<file path="config.mk">
export PLATFORM = sky130hd
export DESIGN_NAME = pin_alt_override
export DESIGN_NICKNAME = d
export VERILOG_FILES = /design/src/pin_alt_pkg.sv /design/src/spike_if.sv /design/src/spike_filter.sv /design/src/pin_alt_override.sv
export SDC_FILE = /design/constraint.sdc
export NUM_CORES = 1
export LEC_CHECK = 0
export BUFFER_PORTS_ARGS = -buffer_cell sky130_fd_sc_hd__buf_4
export CAP_MARGIN = 10
export CELL_PAD_IN_SITES_DETAIL_PLACEMENT = 1
export CELL_PAD_IN_SITES_GLOBAL_PLACEMENT = 1
export CORE_AREA = 3 3 111 113
export CTS_BUF_LIST = sky130_fd_sc_hd__clkbuf_4 sky130_fd_sc_hd__clkbuf_8
export DETAILED_ROUTE_END_ITERATION = 16
export DIE_AREA = 0 0 114 116
export MAX_ROUTING_LAYER = met4
export PLACE_DENSITY = 0.9
export RECOVER_POWER = 100
export SETUP_SLACK_MARGIN = 0.2
export SYNTH_ARGS = -nofsm -noshare
export SYNTH_HDL_FRONTEND = slang
export SYNTH_SLANG_ARGS = --single-unit
</file>
<file path="constraint.sdc">
create_clock -name i_sys_clk -period 1.23 [get_ports i_sys_clk]
set_input_delay 0.246 -clock i_sys_clk [delete_from_list [all_inputs] [get_ports i_sys_clk]]
set_output_delay 0.246 -clock i_sys_clk [all_outputs]
set_load 0.05 [all_outputs]
</file>
<file path="src/pin_alt_pkg.sv">
package pin_alt_pkg;

  // timing of the two-wire spike filter
  localparam int SYS_CLK_MHZ = 200;
  localparam int SPIKE_NS = 50;
  // least time, so round up to whole cycles
  localparam int SPIKE_CYC = (SPIKE_NS * SYS_CLK_MHZ + 999) / 1000;

  // port D pin positions
  localparam int PD_SCL = 0;
  localparam int PD_SDA = 1;
  localparam int PD_RXD = 2;
  localparam int PD_TXD = 3;
  localparam int PD_CAP = 4;
  localparam int PD_XCK = 5;
  localparam int PD_T1 = 6;
  localparam int PD_T2 = 7;

  // port E pin positions
  localparam int PE_RXD = 0;
  localparam int PE_TXD = 1;
  localparam int PE_XCK = 2;
  localparam int PE_OCA = 3;
  localparam int PE_OCB = 4;
  localparam int PE_OCC = 5;
  localparam int PE_T3 = 6;
  localparam int PE_CAP = 7;

  // reset values
  localparam logic [7:0] PORT_RST = 8'h00;
  localparam logic FILT_RST = 1'b1;

endpackage

</file>
<file path="src/spike_if.sv">
`timescale 1ns/1ps
`default_nettype none
interface spike_if #(parameter int W = 2);
  logic [W-1:0] raw;
  logic [W-1:0] clean;
  modport filt(input raw, output clean);
  modport user(output raw, input clean);
endinterface
`default_nettype wire

</file>
<file path="src/spike_filter.sv">
`timescale 1ns/1ps
`default_nettype none
module spike_filter import pin_alt_pkg::*; #(
  parameter int W = 2,
  parameter int CYC = SPIKE_CYC
) (
  input wire logic i_sys_clk, // system clock
  input wire logic i_rstn,    // synchronous reset, active low
  spike_if.filt lines         // synchronised lines in, filtered lines out
);
  localparam int CW = $clog2(CYC + 1);

  typedef struct packed {
    logic [W-1:0] out;
    logic [W-1:0][CW-1:0] cnt;
  } filt_state_s;

  filt_state_s st_ff;
  filt_state_s nxt_st;

  // a new level is taken only after it has stood for CYC cycles in a row
  always_comb begin
    nxt_st = st_ff;
    for (int i = 0; i < W; i++) begin
      if (lines.raw[i] == st_ff.out[i]) begin
        nxt_st.cnt[i] = '0;
      end else if (st_ff.cnt[i] == CW'(CYC - 1)) begin
        nxt_st.out[i] = lines.raw[i];
        nxt_st.cnt[i] = '0;
      end else begin
        nxt_st.cnt[i] = st_ff.cnt[i] + CW'(1);
      end
    end
  end

  always_ff @(posedge i_sys_clk) begin
    if (!i_rstn) begin
      st_ff.out <= {W{FILT_RST}};
      st_ff.cnt <= '0;
    end else begin
      st_ff <= nxt_st;
    end
  end

  assign lines.clean = st_ff.out;

  // helper: how long each raw line has stood still, saturating
  logic [W-1:0][5:0] run_ff;
  logic [W-1:0] raw_d_ff;
  always_ff @(posedge i_sys_clk) begin
    if (!i_rstn) begin
      run_ff <= '0;
      raw_d_ff <= '0;
    end else begin
      raw_d_ff <= lines.raw;
      for (int i = 0; i < W; i++) begin
        if (lines.raw[i] != raw_d_ff[i]) begin
          run_ff[i] <= 6'h01;
        end else if (run_ff[i] != 6'h3F) begin
          run_ff[i] <= run_ff[i] + 6'h01;
        end
      end
    end
  end

  // the run counter steps on the same edge as the filtered output it justifies, so compare its present value
  localparam int SPIKE_MIN = CYC;
  for (genvar g = 0; g < W; g++) begin : g_chk
    AST_SPIKE_REJECT: assert property (@(posedge i_sys_clk) disable iff (!i_rstn)
      $changed(st_ff.out[g]) |-> (run_ff[g] >= SPIKE_MIN))
      else $error("filtered line changed after a pulse shorter than the spike limit");
  end
endmodule
`default_nettype wire

</file>
<file path="src/pin_alt_override.sv">
`timescale 1ns/1ps
`default_nettype none
// Function
// each attribute takes the override value when its enable is set, else port registers
// usart1 receiver forces D2 to input; pin feeds the receive line
// D2 pull-up follows port bit, gated by global pull-up disable, while receiving
// two-wire enable detaches D1; it becomes the SDA line
// two-wire enable detaches D0; it becomes the SCL line
// SDA and SCL inputs filtered; pulses under 50 ns discarded
// two-wire pins open drain: value zero, drive-low sets direction, gated pull-up
// usart1 transmitter forces D3 output with transmit data, pull-up off
// external interrupt enable forces digital input enable on D0-D3, E4-E7
// usart1 sync mode drives D5 with clock out; D4, D6, D7 feed timers
// usart0 receiver forces E0 input; pull-up from port bit unless disabled
// usart0 transmitter forces E1 output with transmit data, pull-up off
// timer3 compare A/B/C replace E3-E5 values; software sets direction
// usart0 sync mode drives E2 value; direction bit picks clock in or out
// E7 feeds timer3 capture, E6 timer3 count, with no overrides
// serial programming uses E1 as data out and E0 as data in
module pin_alt_override import pin_alt_pkg::*; (
  input wire logic i_sys_clk,                // system clock, 200 MHz
  input wire logic i_rstn,                   // synchronous reset, active low
  input wire logic [7:0] i_portd_out,        // port D output register
  input wire logic [7:0] i_portd_dir,        // port D direction register, 1 = output
  input wire logic [7:0] i_portd_pin,        // port D pad levels, asynchronous
  input wire logic [7:0] i_porte_out,        // port E output register
  input wire logic [7:0] i_porte_dir,        // port E direction register, 1 = output
  input wire logic [7:0] i_porte_pin,        // port E pad levels, asynchronous
  input wire logic i_global_pullup_disable,  // 1 turns off all pull-ups
  input wire logic i_input_disable,          // 1 turns off digital inputs (sleep)
  input wire logic i_usart1_rx_enable,       // usart1 receiver on
  input wire logic i_usart1_tx_enable,       // usart1 transmitter on
  input wire logic i_usart1_tx_line,         // usart1 transmit data
  input wire logic i_usart1_sync_select,     // usart1 synchronous mode
  input wire logic i_usart1_ext_clock,       // usart1 clock output value
  input wire logic i_usart0_rx_enable,       // usart0 receiver on
  input wire logic i_usart0_tx_enable,       // usart0 transmitter on
  input wire logic i_usart0_tx_line,         // usart0 transmit data
  input wire logic i_usart0_sync_select,     // usart0 synchronous mode
  input wire logic i_usart0_ext_clock,       // usart0 clock output value
  input wire logic i_two_wire_enable,        // two-wire interface on
  input wire logic i_sda_drive_low,          // two-wire pulls SDA low
  input wire logic i_scl_drive_low,          // two-wire pulls SCL low
  input wire logic [7:0] i_ext_irq_enable,   // external interrupt 0..7 enables
  input wire logic [2:0] i_timer3_compare_en, // compare A/B/C output enables
  input wire logic [2:0] i_timer3_compare_out, // compare A/B/C output values
  input wire logic i_prog_serial_mode,       // serial program download active
  input wire logic i_prog_serial_data_out,   // programming data to send
  output logic [7:0] o_portd_pullup,         // port D pull-up on
  output logic [7:0] o_portd_oe,             // port D output enable
  output logic [7:0] o_portd_drive,          // port D output value
  output logic [7:0] o_portd_in_en,          // port D digital input enable
  output logic [7:0] o_portd_in,             // port D synchronised input data
  output logic [7:0] o_porte_pullup,         // port E pull-up on
  output logic [7:0] o_porte_oe,             // port E output enable
  output logic [7:0] o_porte_drive,          // port E output value
  output logic [7:0] o_porte_in_en,          // port E digital input enable
  output logic [7:0] o_porte_in,             // port E synchronised input data
  output logic o_usart1_rx_line,             // usart1 receive data
  output logic o_usart1_ext_clock_in,        // usart1 clock input
  output logic o_timer1_capture_in,          // timer1 capture trigger
  output logic o_timer1_count_in,            // timer1 count source
  output logic o_timer2_count_in,            // timer2 count source
  output logic o_sda_in,                     // filtered SDA to two-wire logic
  output logic o_scl_in,                     // filtered SCL to two-wire logic
  output logic [7:0] o_ext_irq_line,         // external interrupt 0..7 inputs
  output logic o_usart0_rx_line,             // usart0 receive data
  output logic o_usart0_ext_clock_in,        // usart0 clock input
  output logic o_timer3_capture_in,          // timer3 capture trigger
  output logic o_timer3_count_in,            // timer3 count source
  output logic o_prog_serial_data_in         // programming data received
);

  typedef struct packed {
    logic [7:0] d_s1, d_s2, e_s1, e_s2;
    logic [7:0] d_pu, d_oe, d_val, d_ie, d_in;
    logic [7:0] e_pu, e_oe, e_val, e_ie, e_in;
  } pin_state_s;

  pin_state_s st_ff;
  pin_state_s nxt_st;

  function automatic logic [7:0] pick(input logic [7:0] oe, input logic [7:0] ov, input logic [7:0] base);
    pick = (oe & ov) | (~oe & base);
  endfunction

  logic [7:0] d_pullup_override_enable, d_pullup_override_value, d_direction_override_enable, d_direction_override_value, d_port_value_override_enable, d_port_value_override_value, d_input_enable_override_enable;
  logic [7:0] e_pullup_override_enable, e_pullup_override_value, e_direction_override_enable, e_direction_override_value, e_port_value_override_enable, e_port_value_override_value, e_input_enable_override_enable;
  logic [7:0] pu_gate, ie_base;
  logic tw, global_pullup_disable, prog;

  always_comb begin
    tw = i_two_wire_enable;
    global_pullup_disable = i_global_pullup_disable;
    prog = i_prog_serial_mode;
    pu_gate = {8{~global_pullup_disable}};
    ie_base = {8{~i_input_disable}};
    d_pullup_override_enable = PORT_RST;
    d_pullup_override_value = PORT_RST;
    d_direction_override_enable = PORT_RST;
    d_direction_override_value = PORT_RST;
    d_port_value_override_enable = PORT_RST;
    d_port_value_override_value = PORT_RST;
    e_pullup_override_enable = PORT_RST;
    e_pullup_override_value = PORT_RST;
    e_direction_override_enable = PORT_RST;
    e_direction_override_value = PORT_RST;
    e_port_value_override_enable = PORT_RST;
    e_port_value_override_value = PORT_RST;
    nxt_st = st_ff;

    // open-drain two-wire pins: value held zero, drive-low steers direction
    d_pullup_override_enable[PD_SDA] = tw;
    d_pullup_override_value[PD_SDA] = i_portd_out[PD_SDA] & ~global_pullup_disable;
    d_direction_override_enable[PD_SDA] = tw;
    d_direction_override_value[PD_SDA] = i_sda_drive_low;
    d_port_value_override_enable[PD_SDA] = tw;
    d_pullup_override_enable[PD_SCL] = tw;
    d_pullup_override_value[PD_SCL] = i_portd_out[PD_SCL] & ~global_pullup_disable;
    d_direction_override_enable[PD_SCL] = tw;
    d_direction_override_value[PD_SCL] = i_scl_drive_low;
    d_port_value_override_enable[PD_SCL] = tw;

    d_pullup_override_enable[PD_RXD] = i_usart1_rx_enable;
    d_pullup_override_value[PD_RXD] = i_portd_out[PD_RXD] & ~global_pullup_disable;
    d_direction_override_enable[PD_RXD] = i_usart1_rx_enable;

    d_pullup_override_enable[PD_TXD] = i_usart1_tx_enable;
    d_direction_override_enable[PD_TXD] = i_usart1_tx_enable;
    d_direction_override_value[PD_TXD] = 1'b1;
    d_port_value_override_enable[PD_TXD] = i_usart1_tx_enable;
    d_port_value_override_value[PD_TXD] = i_usart1_tx_line;

    d_port_value_override_enable[PD_XCK] = i_usart1_sync_select;
    d_port_value_override_value[PD_XCK] = i_usart1_ext_clock;
    d_input_enable_override_enable = {4'h0, i_ext_irq_enable[3:0]};

    // programming mode takes E0/E1 ahead of usart0
    e_pullup_override_enable[PE_RXD] = i_usart0_rx_enable & ~prog;
    e_pullup_override_value[PE_RXD] = i_porte_out[PE_RXD] & ~global_pullup_disable;
    e_direction_override_enable[PE_RXD] = i_usart0_rx_enable | prog;
    e_pullup_override_enable[PE_TXD] = i_usart0_tx_enable | prog;
    e_direction_override_enable[PE_TXD] = i_usart0_tx_enable | prog;
    e_direction_override_value[PE_TXD] = 1'b1;
    e_port_value_override_enable[PE_TXD] = i_usart0_tx_enable | prog;
    e_port_value_override_value[PE_TXD] = prog ? i_prog_serial_data_out : i_usart0_tx_line;
    e_port_value_override_enable[PE_XCK] = i_usart0_sync_select;
    e_port_value_override_value[PE_XCK] = i_usart0_ext_clock;
    e_port_value_override_enable[PE_OCC:PE_OCA] = i_timer3_compare_en;
    e_port_value_override_value[PE_OCC:PE_OCA] = i_timer3_compare_out;
    e_input_enable_override_enable = {i_ext_irq_enable[7:4], 4'h0};

    nxt_st.d_s1 = i_portd_pin;
    nxt_st.d_s2 = st_ff.d_s1;
    nxt_st.e_s1 = i_porte_pin;
    nxt_st.e_s2 = st_ff.e_s1;
    nxt_st.d_pu = pick(d_pullup_override_enable, d_pullup_override_value, i_portd_out & ~i_portd_dir & pu_gate);
    nxt_st.d_oe = pick(d_direction_override_enable, d_direction_override_value, i_portd_dir);
    nxt_st.d_val = pick(d_port_value_override_enable, d_port_value_override_value, i_portd_out);
    nxt_st.d_ie = pick(d_input_enable_override_enable, 8'hFF, ie_base);
    nxt_st.e_pu = pick(e_pullup_override_enable, e_pullup_override_value, i_porte_out & ~i_porte_dir & pu_gate);
    nxt_st.e_oe = pick(e_direction_override_enable, e_direction_override_value, i_porte_dir);
    nxt_st.e_val = pick(e_port_value_override_enable, e_port_value_override_value, i_porte_out);
    nxt_st.e_ie = pick(e_input_enable_override_enable, 8'hFF, ie_base);
    nxt_st.d_in = st_ff.d_s2 & st_ff.d_ie;
    nxt_st.e_in = st_ff.e_s2 & st_ff.e_ie;
  end

  // reset leaves every pin an input with no pull-up
  always_ff @(posedge i_sys_clk) begin
    if (!i_rstn) begin
      st_ff <= '0;
    end else begin
      st_ff <= nxt_st;
    end
  end

  // spike filter sees only the second synchroniser stage
  spike_if #(.W(2)) tw_lines();
  assign tw_lines.raw = {st_ff.d_s2[PD_SDA], st_ff.d_s2[PD_SCL]};
  spike_filter #(.W(2), .CYC(SPIKE_CYC)) u_spike (
    .i_sys_clk(i_sys_clk),
    .i_rstn(i_rstn),
    .lines(tw_lines.filt)
  );

  assign o_portd_pullup = st_ff.d_pu;
  assign o_portd_oe = st_ff.d_oe;
  assign o_portd_drive = st_ff.d_val;
  assign o_portd_in_en = st_ff.d_ie;
  assign o_portd_in = st_ff.d_in;
  assign o_porte_pullup = st_ff.e_pu;
  assign o_porte_oe = st_ff.e_oe;
  assign o_porte_drive = st_ff.e_val;
  assign o_porte_in_en = st_ff.e_ie;
  assign o_porte_in = st_ff.e_in;
  assign o_usart1_rx_line = st_ff.d_in[PD_RXD];
  assign o_usart1_ext_clock_in = st_ff.d_in[PD_XCK];
  assign o_timer1_capture_in = st_ff.d_in[PD_CAP];
  assign o_timer1_count_in = st_ff.d_in[PD_T1];
  assign o_timer2_count_in = st_ff.d_in[PD_T2];
  assign o_sda_in = tw_lines.clean[1];
  assign o_scl_in = tw_lines.clean[0];
  assign o_ext_irq_line = {st_ff.e_in[7:4], st_ff.d_in[3:0]};
  assign o_usart0_rx_line = st_ff.e_in[PE_RXD];
  assign o_usart0_ext_clock_in = st_ff.e_in[PE_XCK];
  assign o_timer3_capture_in = st_ff.e_in[PE_CAP];
  assign o_timer3_count_in = st_ff.e_in[PE_T3];
  assign o_prog_serial_data_in = st_ff.e_in[PE_RXD];

  AST_PLAIN_PORT: assert property (@(posedge i_sys_clk) disable iff (!i_rstn)
    ##1 (o_portd_oe[PD_T2] == $past(i_portd_dir[PD_T2])) && (o_porte_drive[PE_T3] == $past(i_porte_out[PE_T3])))
    else $error("unoverridden pin does not follow its port registers");
  AST_RX1_INPUT: assert property (@(posedge i_sys_clk) disable iff (!i_rstn)
    i_usart1_rx_enable |=> !o_portd_oe[PD_RXD])
    else $error("usart1 receive pin not forced to input");
  AST_RX1_PULLUP: assert property (@(posedge i_sys_clk) disable iff (!i_rstn)
    i_usart1_rx_enable |=> o_portd_pullup[PD_RXD] == ($past(i_portd_out[PD_RXD]) && !$past(global_pullup_disable)))
    else $error("usart1 receive pull-up wrong");
  AST_SDA_OPEN_DRAIN: assert property (@(posedge i_sys_clk) disable iff (!i_rstn)
    tw |=> !o_portd_drive[PD_SDA] && (o_portd_oe[PD_SDA] == $past(i_sda_drive_low)))
    else $error("SDA not open drain");
  AST_SCL_OPEN_DRAIN: assert property (@(posedge i_sys_clk) disable iff (!i_rstn)
    tw |=> !o_portd_drive[PD_SCL] && (o_portd_oe[PD_SCL] == $past(i_scl_drive_low))
    && (o_portd_pullup[PD_SCL] == ($past(i_portd_out[PD_SCL]) && !$past(global_pullup_disable))))
    else $error("SCL not open drain");
  AST_TX1_DRIVE: assert property (@(posedge i_sys_clk) disable iff (!i_rstn)
    i_usart1_tx_enable |=> o_portd_oe[PD_TXD] && !o_portd_pullup[PD_TXD]
    && (o_portd_drive[PD_TXD] == $past(i_usart1_tx_line)))
    else $error("usart1 transmit pin not driven");
  AST_IRQ_INPUT: assert property (@(posedge i_sys_clk) disable iff (!i_rstn)
    (i_ext_irq_enable[2] && i_ext_irq_enable[6]) |=> o_portd_in_en[PD_RXD] && o_porte_in_en[PE_T3])
    else $error("interrupt pin input not enabled");
  AST_USART1_EXT_CLOCK_OUT: assert property (@(posedge i_sys_clk) disable iff (!i_rstn)
    i_usart1_sync_select |=> o_portd_drive[PD_XCK] == $past(i_usart1_ext_clock))
    else $error("usart1 clock not driven");
  AST_RX0_INPUT: assert property (@(posedge i_sys_clk) disable iff (!i_rstn)
    (i_usart0_rx_enable && !prog) |=> !o_porte_oe[PE_RXD]
    && (o_porte_pullup[PE_RXD] == ($past(i_porte_out[PE_RXD]) && !$past(global_pullup_disable))))
    else $error("usart0 receive pin wrong");
  AST_TX0_DRIVE: assert property (@(posedge i_sys_clk) disable iff (!i_rstn)
    (i_usart0_tx_enable && !prog) |=> o_porte_oe[PE_TXD] && !o_porte_pullup[PE_TXD]
    && (o_porte_drive[PE_TXD] == $past(i_usart0_tx_line)))
    else $error("usart0 transmit pin not driven");
  AST_TIMER3_COMPARE_A_OUT_VALUE: assert property (@(posedge i_sys_clk) disable iff (!i_rstn)
    i_timer3_compare_en[0] |=> (o_porte_drive[PE_OCA] == $past(i_timer3_compare_out[0]))
    && (o_porte_oe[PE_OCA] == $past(i_porte_dir[PE_OCA])))
    else $error("timer3 compare A not on pin");
  AST_USART0_EXT_CLOCK_DIR: assert property (@(posedge i_sys_clk) disable iff (!i_rstn)
    i_usart0_sync_select |=> (o_porte_drive[PE_XCK] == $past(i_usart0_ext_clock))
    && (o_porte_oe[PE_XCK] == $past(i_porte_dir[PE_XCK])))
    else $error("usart0 clock pin wrong");
  AST_T3_CAPTURE: assert property (@(posedge i_sys_clk) disable iff (!i_rstn)
    st_ff.e_ie[PE_CAP] |=> o_timer3_capture_in == $past(st_ff.e_s2[PE_CAP]))
    else $error("timer3 capture input not routed");
  AST_PROG_PINS: assert property (@(posedge i_sys_clk) disable iff (!i_rstn)
    prog |=> o_porte_oe[PE_TXD] && !o_porte_oe[PE_RXD]
    && (o_porte_drive[PE_TXD] == $past(i_prog_serial_data_out)))
    else $error("programming pins wrong");
endmodule
`default_nettype wire

</file>
==> summary.txt, run 1 <==
Outcome
  • Status: finished, violations left
  • Violated checks: negative setup slack

Placement
  • Port bufs: between 150 and 200
  • Hpwl dp: 7.14 mm
  • Pre-CTS setup slack: around 0.11 ns
  • Placed Instances: 608
  • Final GP Congestion: between 0.7 and 0.8

Timing
  • Tcrit/Tclk final: 1.04
  • Final setup margin: -0.0431 ns
  • Layout Skew: roughly 0.0066 ns
  • Final hold violation count: 0
  • RSZ-0062 raised after global routing: true
  • Worst-Margin Slew: 0.855 ns
  • Smallest hold slack: 0.0294 ns
  • Max frequency: roughly 790 MHz
  • Final setup violation count: 8
  • Rel. slew slack: 0.430
  • Crit path time final: ~1.3 ns
  • Pins Over Slew Limit: 0

Floorplan
  • Rows: 39
  • Die ar.: roughly 0.013 sq mm
  • Initial standard-cell utilization of the core: 0.360
  • Chip Width: around 110 microns
  • IO Pins: ~180
  • Die Height: approximately 120 microns
  • Core area: 0.0114 sq mm

Clocking
  • Root cell of the clock tree: clkbuf_8
  • Max clock buf depth: 2
  • CTS H-tree depth: 4
  • CTS tree: done
  • Clk_lat worst skew: 0.42 ns
  • Sink Count: 115
  • CTS buffer count: 17
  • Clock transition at path regs: ~0.07 ns

Worst setup path
  • RR Startpoint: u_spike.st_ff[1]
  • R2R Path End: u_spike.lines.clean[0]
  • Type of origin of the critical path: flip-flop
  • Slowest Stage Delay on Critical Path: 0.43 ns
  • R2R cell count: 5
  • Crit path max-delay family: flip-flops
  • CP arrival: between 1 and 1.5 ns
  • Worst path slowest cell: dfxtp_4
  • Worst Setup End Kind: output pin
  • CP Buf/Inv Count: 1
  • Crit path kind: flip-flop to output pin
  • Reg-to-reg setup timing slack: about 0.1 ns
  • Critical Path RT: between 0.9 and 1 ns
  • CP max FO: 9
  • Critical path cell sequence: buf_6

Final layout
  • Share of cells above drive strength 1: 0.570
  • Antenna Cells: 0
  • Layout Cells excl Fill: about 660
  • P&R area growth vs syn: 49.2%
  • Finished Core Util: 0.537
  • Final net count: between 500 and 600

Power
  • Total power: 8850 uW
  • Leakage: between 0.002 and 0.003 uW
  • Max VDD drop: ~0.00064 V
  • PwrDens: approximately 1400 mW/mm^2

Drt
  • WL per Instance: 17.7 microns
  • Post-Route WL: 11.7 mm
  • 1st-pass router iterations: 4
  • Via/cell ratio: about 4.3
  • Final antenna-violating net count: 0
  • Met2 WL: between 6 and 7 mm
  • Via count: about 2800
  • DRC Markers: 0
  • DR iter-0 viols: between 70 and 80
  • Metal-1 WL: a little under 4 mm
  • Met3 routed WL: between 600 and 700 microns
  • Max Used Layer: met4

GRT
  • Global-route wire length before repair: between 15 and 20 mm
  • Initial antenna violation count: 0
  • Largest net degree at the start of global routing: 30
  • Aggregate global-route resource usage: 0.179
  • Number of global-route vias before repair: roughly 3300
  • Grt ovf: 0

Logic synthesis
  • Synthesized flop and latch total: 115
  • Share of the synthesized area in the top cell type: 0.560
  • Yosys warns: 0
  • Post-synth top area cell: dfxtp_1
  • Syn_area_per_cell: ~11 sq um
  • Asr flop ratio synth: 0
  • Synth unique cells: 31
  • Sequential cell area fraction in the yosys report: 0.560
  • Post-synth top flop: dfxtp_1
  • Top cells by area, synth: dfxtp_1 56%, buf_4 16%, and2_1 7.5%
  • Post-Syn Area: approximately 0.0041 sq mm
  • Mapped Cells: around 380
  • Post-synth EDFFs: 0
  • Mapped Nets: 464

Min path
  • Hold path cells: 2
  • Hold endpoint: nxt_st[96]
  • Hold path start: i_portd_pin[0]
  • Hold WC Path Type: input pin to flip-flop

Flow run
  • Maxcap violations: 0
==> registers in the layout, indices dropped and copies added (netlist names) <==
name,cells
o_portd_in_en,4
o_porte_pullup,8
o_portd_drive,8
nxt_st,16
o_portd_pullup,8
o_porte_drive,8
o_portd_oe,8
o_portd_in,8
u_spike.lines.clean,2
o_porte_oe,8
o_porte_in_en,5
o_porte_in,8
st_ff,16
u_spike.st_ff,8
==> timing repair <==
item | in CTS | in global routing
buffers inserted | 4 | 0
resized for setup | 279 | 11
pin swaps | 3 | 2
hold endpoints to repair | 14 | 0
hold buffers | 15 | 0
endpoints found under the setup margin | 110 | 110
==> how the worst max path moves through the flow <==
stage / from / to / slack, ns / depth (start not counted)
floorplan: u_spike.st_ff[1] / u_spike.lines.clean[0] / 0.25 / 5
global placement: i_rstn / o_porte_pullup[7] / 0.20 / 3
detailed placement: i_rstn / o_porte_pullup[4] / 0.11 / 3
CTS: o_porte_in_en[3] / o_portd_in_en[6] / -0.07 / 1
global route: o_porte_in_en[3] / o_portd_in_en[4] / -0.10 / 1
finish: o_porte_in_en[3] / o_portd_in_en[4] / -0.04 / 1
==> cells in the final DEF, fill, tap and decap left out, types with 15 or more instances in the layout <==
cell type	Yosys	routed
dlygate4sd3_1	0	15
dfxtp_2	0	58
clkbuf_8	0	18
dfxtp_1	115	41
buf_6	4	60
and2_0	0	27
buf_8	0	34
and3_1	19	19
buf_4	89	78
and2_1	49	22
dfxtp_4	0	16
==> where the power goes <==
part           internal [uW]  switching [uW]  total (uW)  leakage, uW
logic                    532             687        1220      0.00162
registers               3870            92.5        3970     0.000977
clock network           2070            1590        3660     0.000197
total                   6480            2370        8850      0.00280
==> routing by layer <==
metal / GRT usage / vias up
met5: - / -
met3: 0.0496 / 17
met4: 0.0697 / 0
met1: 0.167 / 1354
met2: 0.345 / 109
li1: - / 1358
==> metrics by stage <==
stage          instance area [sq um]  setup TNS [ns]
2_1_floorplan                   4130               0
3_3_place_gp                    4970               0
3_5_place_dp                    4970               0
4_1_cts                         6430          -0.541
5_1_grt                         6140           -1.05
6_report                        6140          -0.329
==> cell type report <==
class,count,area (sq um)
well taps,143,179
repair buffers,205,2020
clock buffers,19,255
multi-input cells,152,1040
clock inverters,13,160
flip-flops and latches,115,2430
inverters,12,45.0
fillers,1235,5280
==> Yosys cell counts (all sizes together) (3+ instances only) <==
cell type and number:
nor3b 12, nand2 6, xor2 4, nor2b 7
dfxtp 115, ha 4, nand2b 4, buf 94
and3 19, and2 49, clkbuf 6, nor2 9
mux2i 8, inv 12, a21boi 12, nand3 4
nor3 3
==> logic make-up (layout without fill, tap and decap cells) <==
family / after synthesis / in the layout / share of synthesized area
XOR/XNOR: 6 / 6 / 0.0128
buffers and inverters: 112 / 249 / 0.193
flip-flops: 115 / 115 / 0.560
adder cells (fa/ha/maj): 4 / 4 / 0.0122
AND/OR/NAND/NOR: 118 / 118 / 0.176
AO/OA/AOI/OAI: 16 / 16 / 0.0274
multiplexers: 8 / 8 / 0.0195
No activity file was read; power rests on OpenSTA's default activity.
==> run 2, diff against run 1 <==
--- a/config.mk
+++ b/config.mk
@@ -5,18 +5,19 @@
 export SDC_FILE = /design/constraint.sdc
 export NUM_CORES = 1
 export LEC_CHECK = 0
+export ABC_AREA = 1
 export BUFFER_PORTS_ARGS = -buffer_cell sky130_fd_sc_hd__buf_4
 export CAP_MARGIN = 10
 export CELL_PAD_IN_SITES_DETAIL_PLACEMENT = 1
 export CELL_PAD_IN_SITES_GLOBAL_PLACEMENT = 1
-export CORE_AREA = 3 3 111 113
+export CORE_AREA = 3 3 114 116
 export CTS_BUF_LIST = sky130_fd_sc_hd__clkbuf_4 sky130_fd_sc_hd__clkbuf_8
 export DETAILED_ROUTE_END_ITERATION = 16
-export DIE_AREA = 0 0 114 116
+export DIE_AREA = 0 0 117 119
 export MAX_ROUTING_LAYER = met4
-export PLACE_DENSITY = 0.9
-export RECOVER_POWER = 100
+export PLACE_DENSITY = 0.89
 export SETUP_SLACK_MARGIN = 0.2
 export SYNTH_ARGS = -nofsm -noshare
 export SYNTH_HDL_FRONTEND = slang
+export SYNTH_HIERARCHICAL = 1
 export SYNTH_SLANG_ARGS = --single-unit
==> summary.txt, run 2 <==
Logic synthesis
  • Synth top cells by count: 115 x dfxtp_1, 91 x buf_4, 88 x nand2_1
  • Post-synth top area cell: dfxtp_1
  • Post-Syn Area: around 0.0042 sq mm
  • Share of the synthesized area in the top cell type: 0.549
  • Synth unique cells: 17
  • Top-count cell post-synth: dfxtp_1
  • Asr flop ratio synth: 0
  • Synthesized flop and latch total: 115
  • Syn_area_per_cell: approximately 8.7 sq um
  • Mapped Cells: 482
  • Yosys warns: 6
  • Sequential cell area fraction in the yosys report: 0.549
  • Post-synth top flop: dfxtp_1
  • Mapped Nets: 567
  • Post-synth EDFFs: 0
  • Top cells by area, synth: dfxtp_1 55%, buf_4 16%, nand2_1 7.9%

Clocking
  • CTS buffer count: 17
  • Root cell of the clock tree: clkbuf_8
  • Sink Count: 115
  • CTS tree: done
  • CTS H-tree depth: 4
  • Clk_lat worst skew: around 0.44 ns
  • Clock transition at path regs: 0.07 ns
  • Max clock buf depth: 2

Timing
  • Layout Skew: roughly 0.012 ns
  • Final hold violation count: 0
  • Final TNS setup: -0.690 ns
  • Rel. slew slack: 0.803
  • Pins Over Slew Limit: 0
  • RSZ-0062 raised after global routing: true
  • Worst-Margin Slew: approximately 0.29 ns
  • Max frequency: between 700 and 800 MHz
  • Final setup margin: -0.0838 ns
  • Final setup violation count: 14
  • Crit path time final: between 1 and 1.5 ns
  • Tcrit/Tclk final: 1.07

Final layout
  • Share of cells above drive strength 1: 0.493
  • Commonest non-fill, non-tap cell in the layout: buf_4
  • Layout Cells excl Fill: around 800
  • P&R area growth vs syn: 65.8%
  • Final net count: 730
  • Most frequent cells in the layout: 96 x buf_4, 92 x buf_8, 87 x nand2_1

Power
  • Clock Power Share: 0.402
  • Leakage: about 0.0035 uW
  • Sequential share of power: 0.434
  • Switching pwr: between 2000 and 2500 uW
  • Max VDD drop: about 0.00062 V
  • Comb pwr share: 0.165
  • Internal cell power: slightly below 7000 uW
  • Sw Share: 0.268
  • PwrDens: approximately 1300 mW/mm^2

Placement
  • Final GP Congestion: between 0.8 and 0.9
  • Placed Instances: 715
  • Port bufs: 180
  • Hpwl dp: between 8 and 9 mm
  • Pre-CTS setup slack: between 0.09 and 0.1 ns

Floorplan
  • Core area: 0.0120 sq mm
  • Die ar.: ~0.014 sq mm
  • Initial standard-cell utilization of the core: 0.349
  • IO Pins: roughly 180
  • Rows: 40
  • Die Height: roughly 120 microns
  • Chip Width: approximately 120 microns

Worst setup path
  • Slowest Stage Delay on Critical Path: approximately 0.44 ns
  • Type of origin of the critical path: flip-flop
  • R2R cell count: 6
  • Critical Path RT: slightly below 1 ns
  • Crit path max-delay family: flip-flops
  • Worst Setup End Kind: output pin
  • CP Buf/Inv Count: 1
  • CP Depth: 1
  • Critical path cell sequence: buf_6
  • Worst path slowest cell: dfxtp_4
  • CP arrival: roughly 1.1 ns
  • Crit path kind: flip-flop to output pin
  • CP max FO: 9

GRT
  • Aggregate global-route resource usage: 0.223
  • Grt ovf: 0
  • Largest net degree at the start of global routing: 23
  • Initial antenna violation count: 3
  • Global-route wire length before repair: roughly 22 mm
  • Number of global-route vias before repair: 4069

Drt
  • DRC Markers: 0
  • Post-Route WL: about 15 mm
  • Via/cell ratio: between 4 and 5
  • Via count: roughly 3600
  • Final antenna-violating net count: 0
  • WL per Instance: roughly 18 microns
  • DR iter-0 viols: ~150
  • 1st-pass router iterations: 4

Outcome
  • Violated checks: negative setup slack
  • Status: finished, violations left

Min path
  • Hold WC Path Type: input pin to flip-flop
  • Hold path cells: 3

Flow run
  • Maxcap violations: 0
[run 2: cell count changes after synthesis, moves of 10 or more]
cell and change:
inv_1 +65, and3_1 -19, a21boi_1 -10, nand2_1 +82, nor2_1 +33, and2_1 -49, o21ai_0 +12
[run 2: what timing repair did]
| item | in CTS | in global routing |
|---|---|---|
| endpoints found under the setup margin | 106 | 109 |
| hold buffers | 45 | 0 |
| cloned | 0 | 0 |
| hold endpoints to repair | 56 | 0 |
| gates resized for setup | 272 | 18 |
| setup buffers | 5 | 8 |
| pin swaps | 0 | 4 |
[run 2: area by class of cell]
type / instances / area, sq um
clock buffer: 22 / 290
timing repair buffer: 245 / 2710
inverter: 79 / 297
fill: 1311 / 5050
clock inverter: 9 / 129
multi-input combinational: 187 / 908
sequential: 115 / 2440
antenna: 3 / 7.51
tap: 147 / 184
[run 2: layer usage]
metal	track usage	up-vias	share of wire
li1	-	1672	-
met1	0.201	1693	0.34
met2	0.412	143	0.57
met3	0.0427	58	0.036
met4	0.146	0	0.060
met5	-	-	0
[run 2: per-stage QoR]
| stage | total power, uW | hold WS (ns) | utilization | area, sq um |
|---|---|---|---|---|
| 3_3_place_gp | 5180 | 0.394 | 0.423 | 5090 |
| 6_report | 9270 | 0.0283 | 0.579 | 6960 |
| 2_1_floorplan | 4850 | 0.318 | - | 4210 |
| 3_5_place_dp | 5230 | 0.403 | 0.423 | 5090 |
| 4_1_cts | 9250 | 0.000313 | 0.569 | 6830 |
| 5_1_grt | 9620 | 0.0301 | 0.579 | 6960 |
[run 2: logic make-up after synthesis]
group | Yosys count | synth area share
buffers and inverters | 180 | 0.245
adders and majority gates | 4 | 0.0119
DFF | 115 | 0.549
and+or+nand+nor | 159 | 0.163
AOI/OAI and AO/OA | 22 | 0.0268
xor gates and xnor gates | 2 | 0.00418
[run 2: power by group through the flow]
| stage | clock [uW] | combinational [uW] | sequential (uW) |
|---|---|---|---|
| after floorplan | 0 | 811 | 4040 |
| after global placement | 0 | 1140 | 4050 |
| after detailed placement | 0 | 1170 | 4060 |
| after CTS | 3770 | 1470 | 4020 |
| after global routing | 3970 | 1620 | 4030 |
| final | 3720 | 1530 | 4020 |
[run 2: final timing paths]
kind | from | endpoint | slack (ns)
worst max register to register | u_spike/lines.clean[0] | u_spike/st_ff[0] | 0.22
worst min-delay path | i_ext_irq_enable[7] | o_porte_in_en[7] | 0.03
worst min register to register | st_ff[83] | o_porte_in[3] | 0.41
worst max-delay path | o_portd_in_en[6] | o_porte_in_en[1] | -0.08
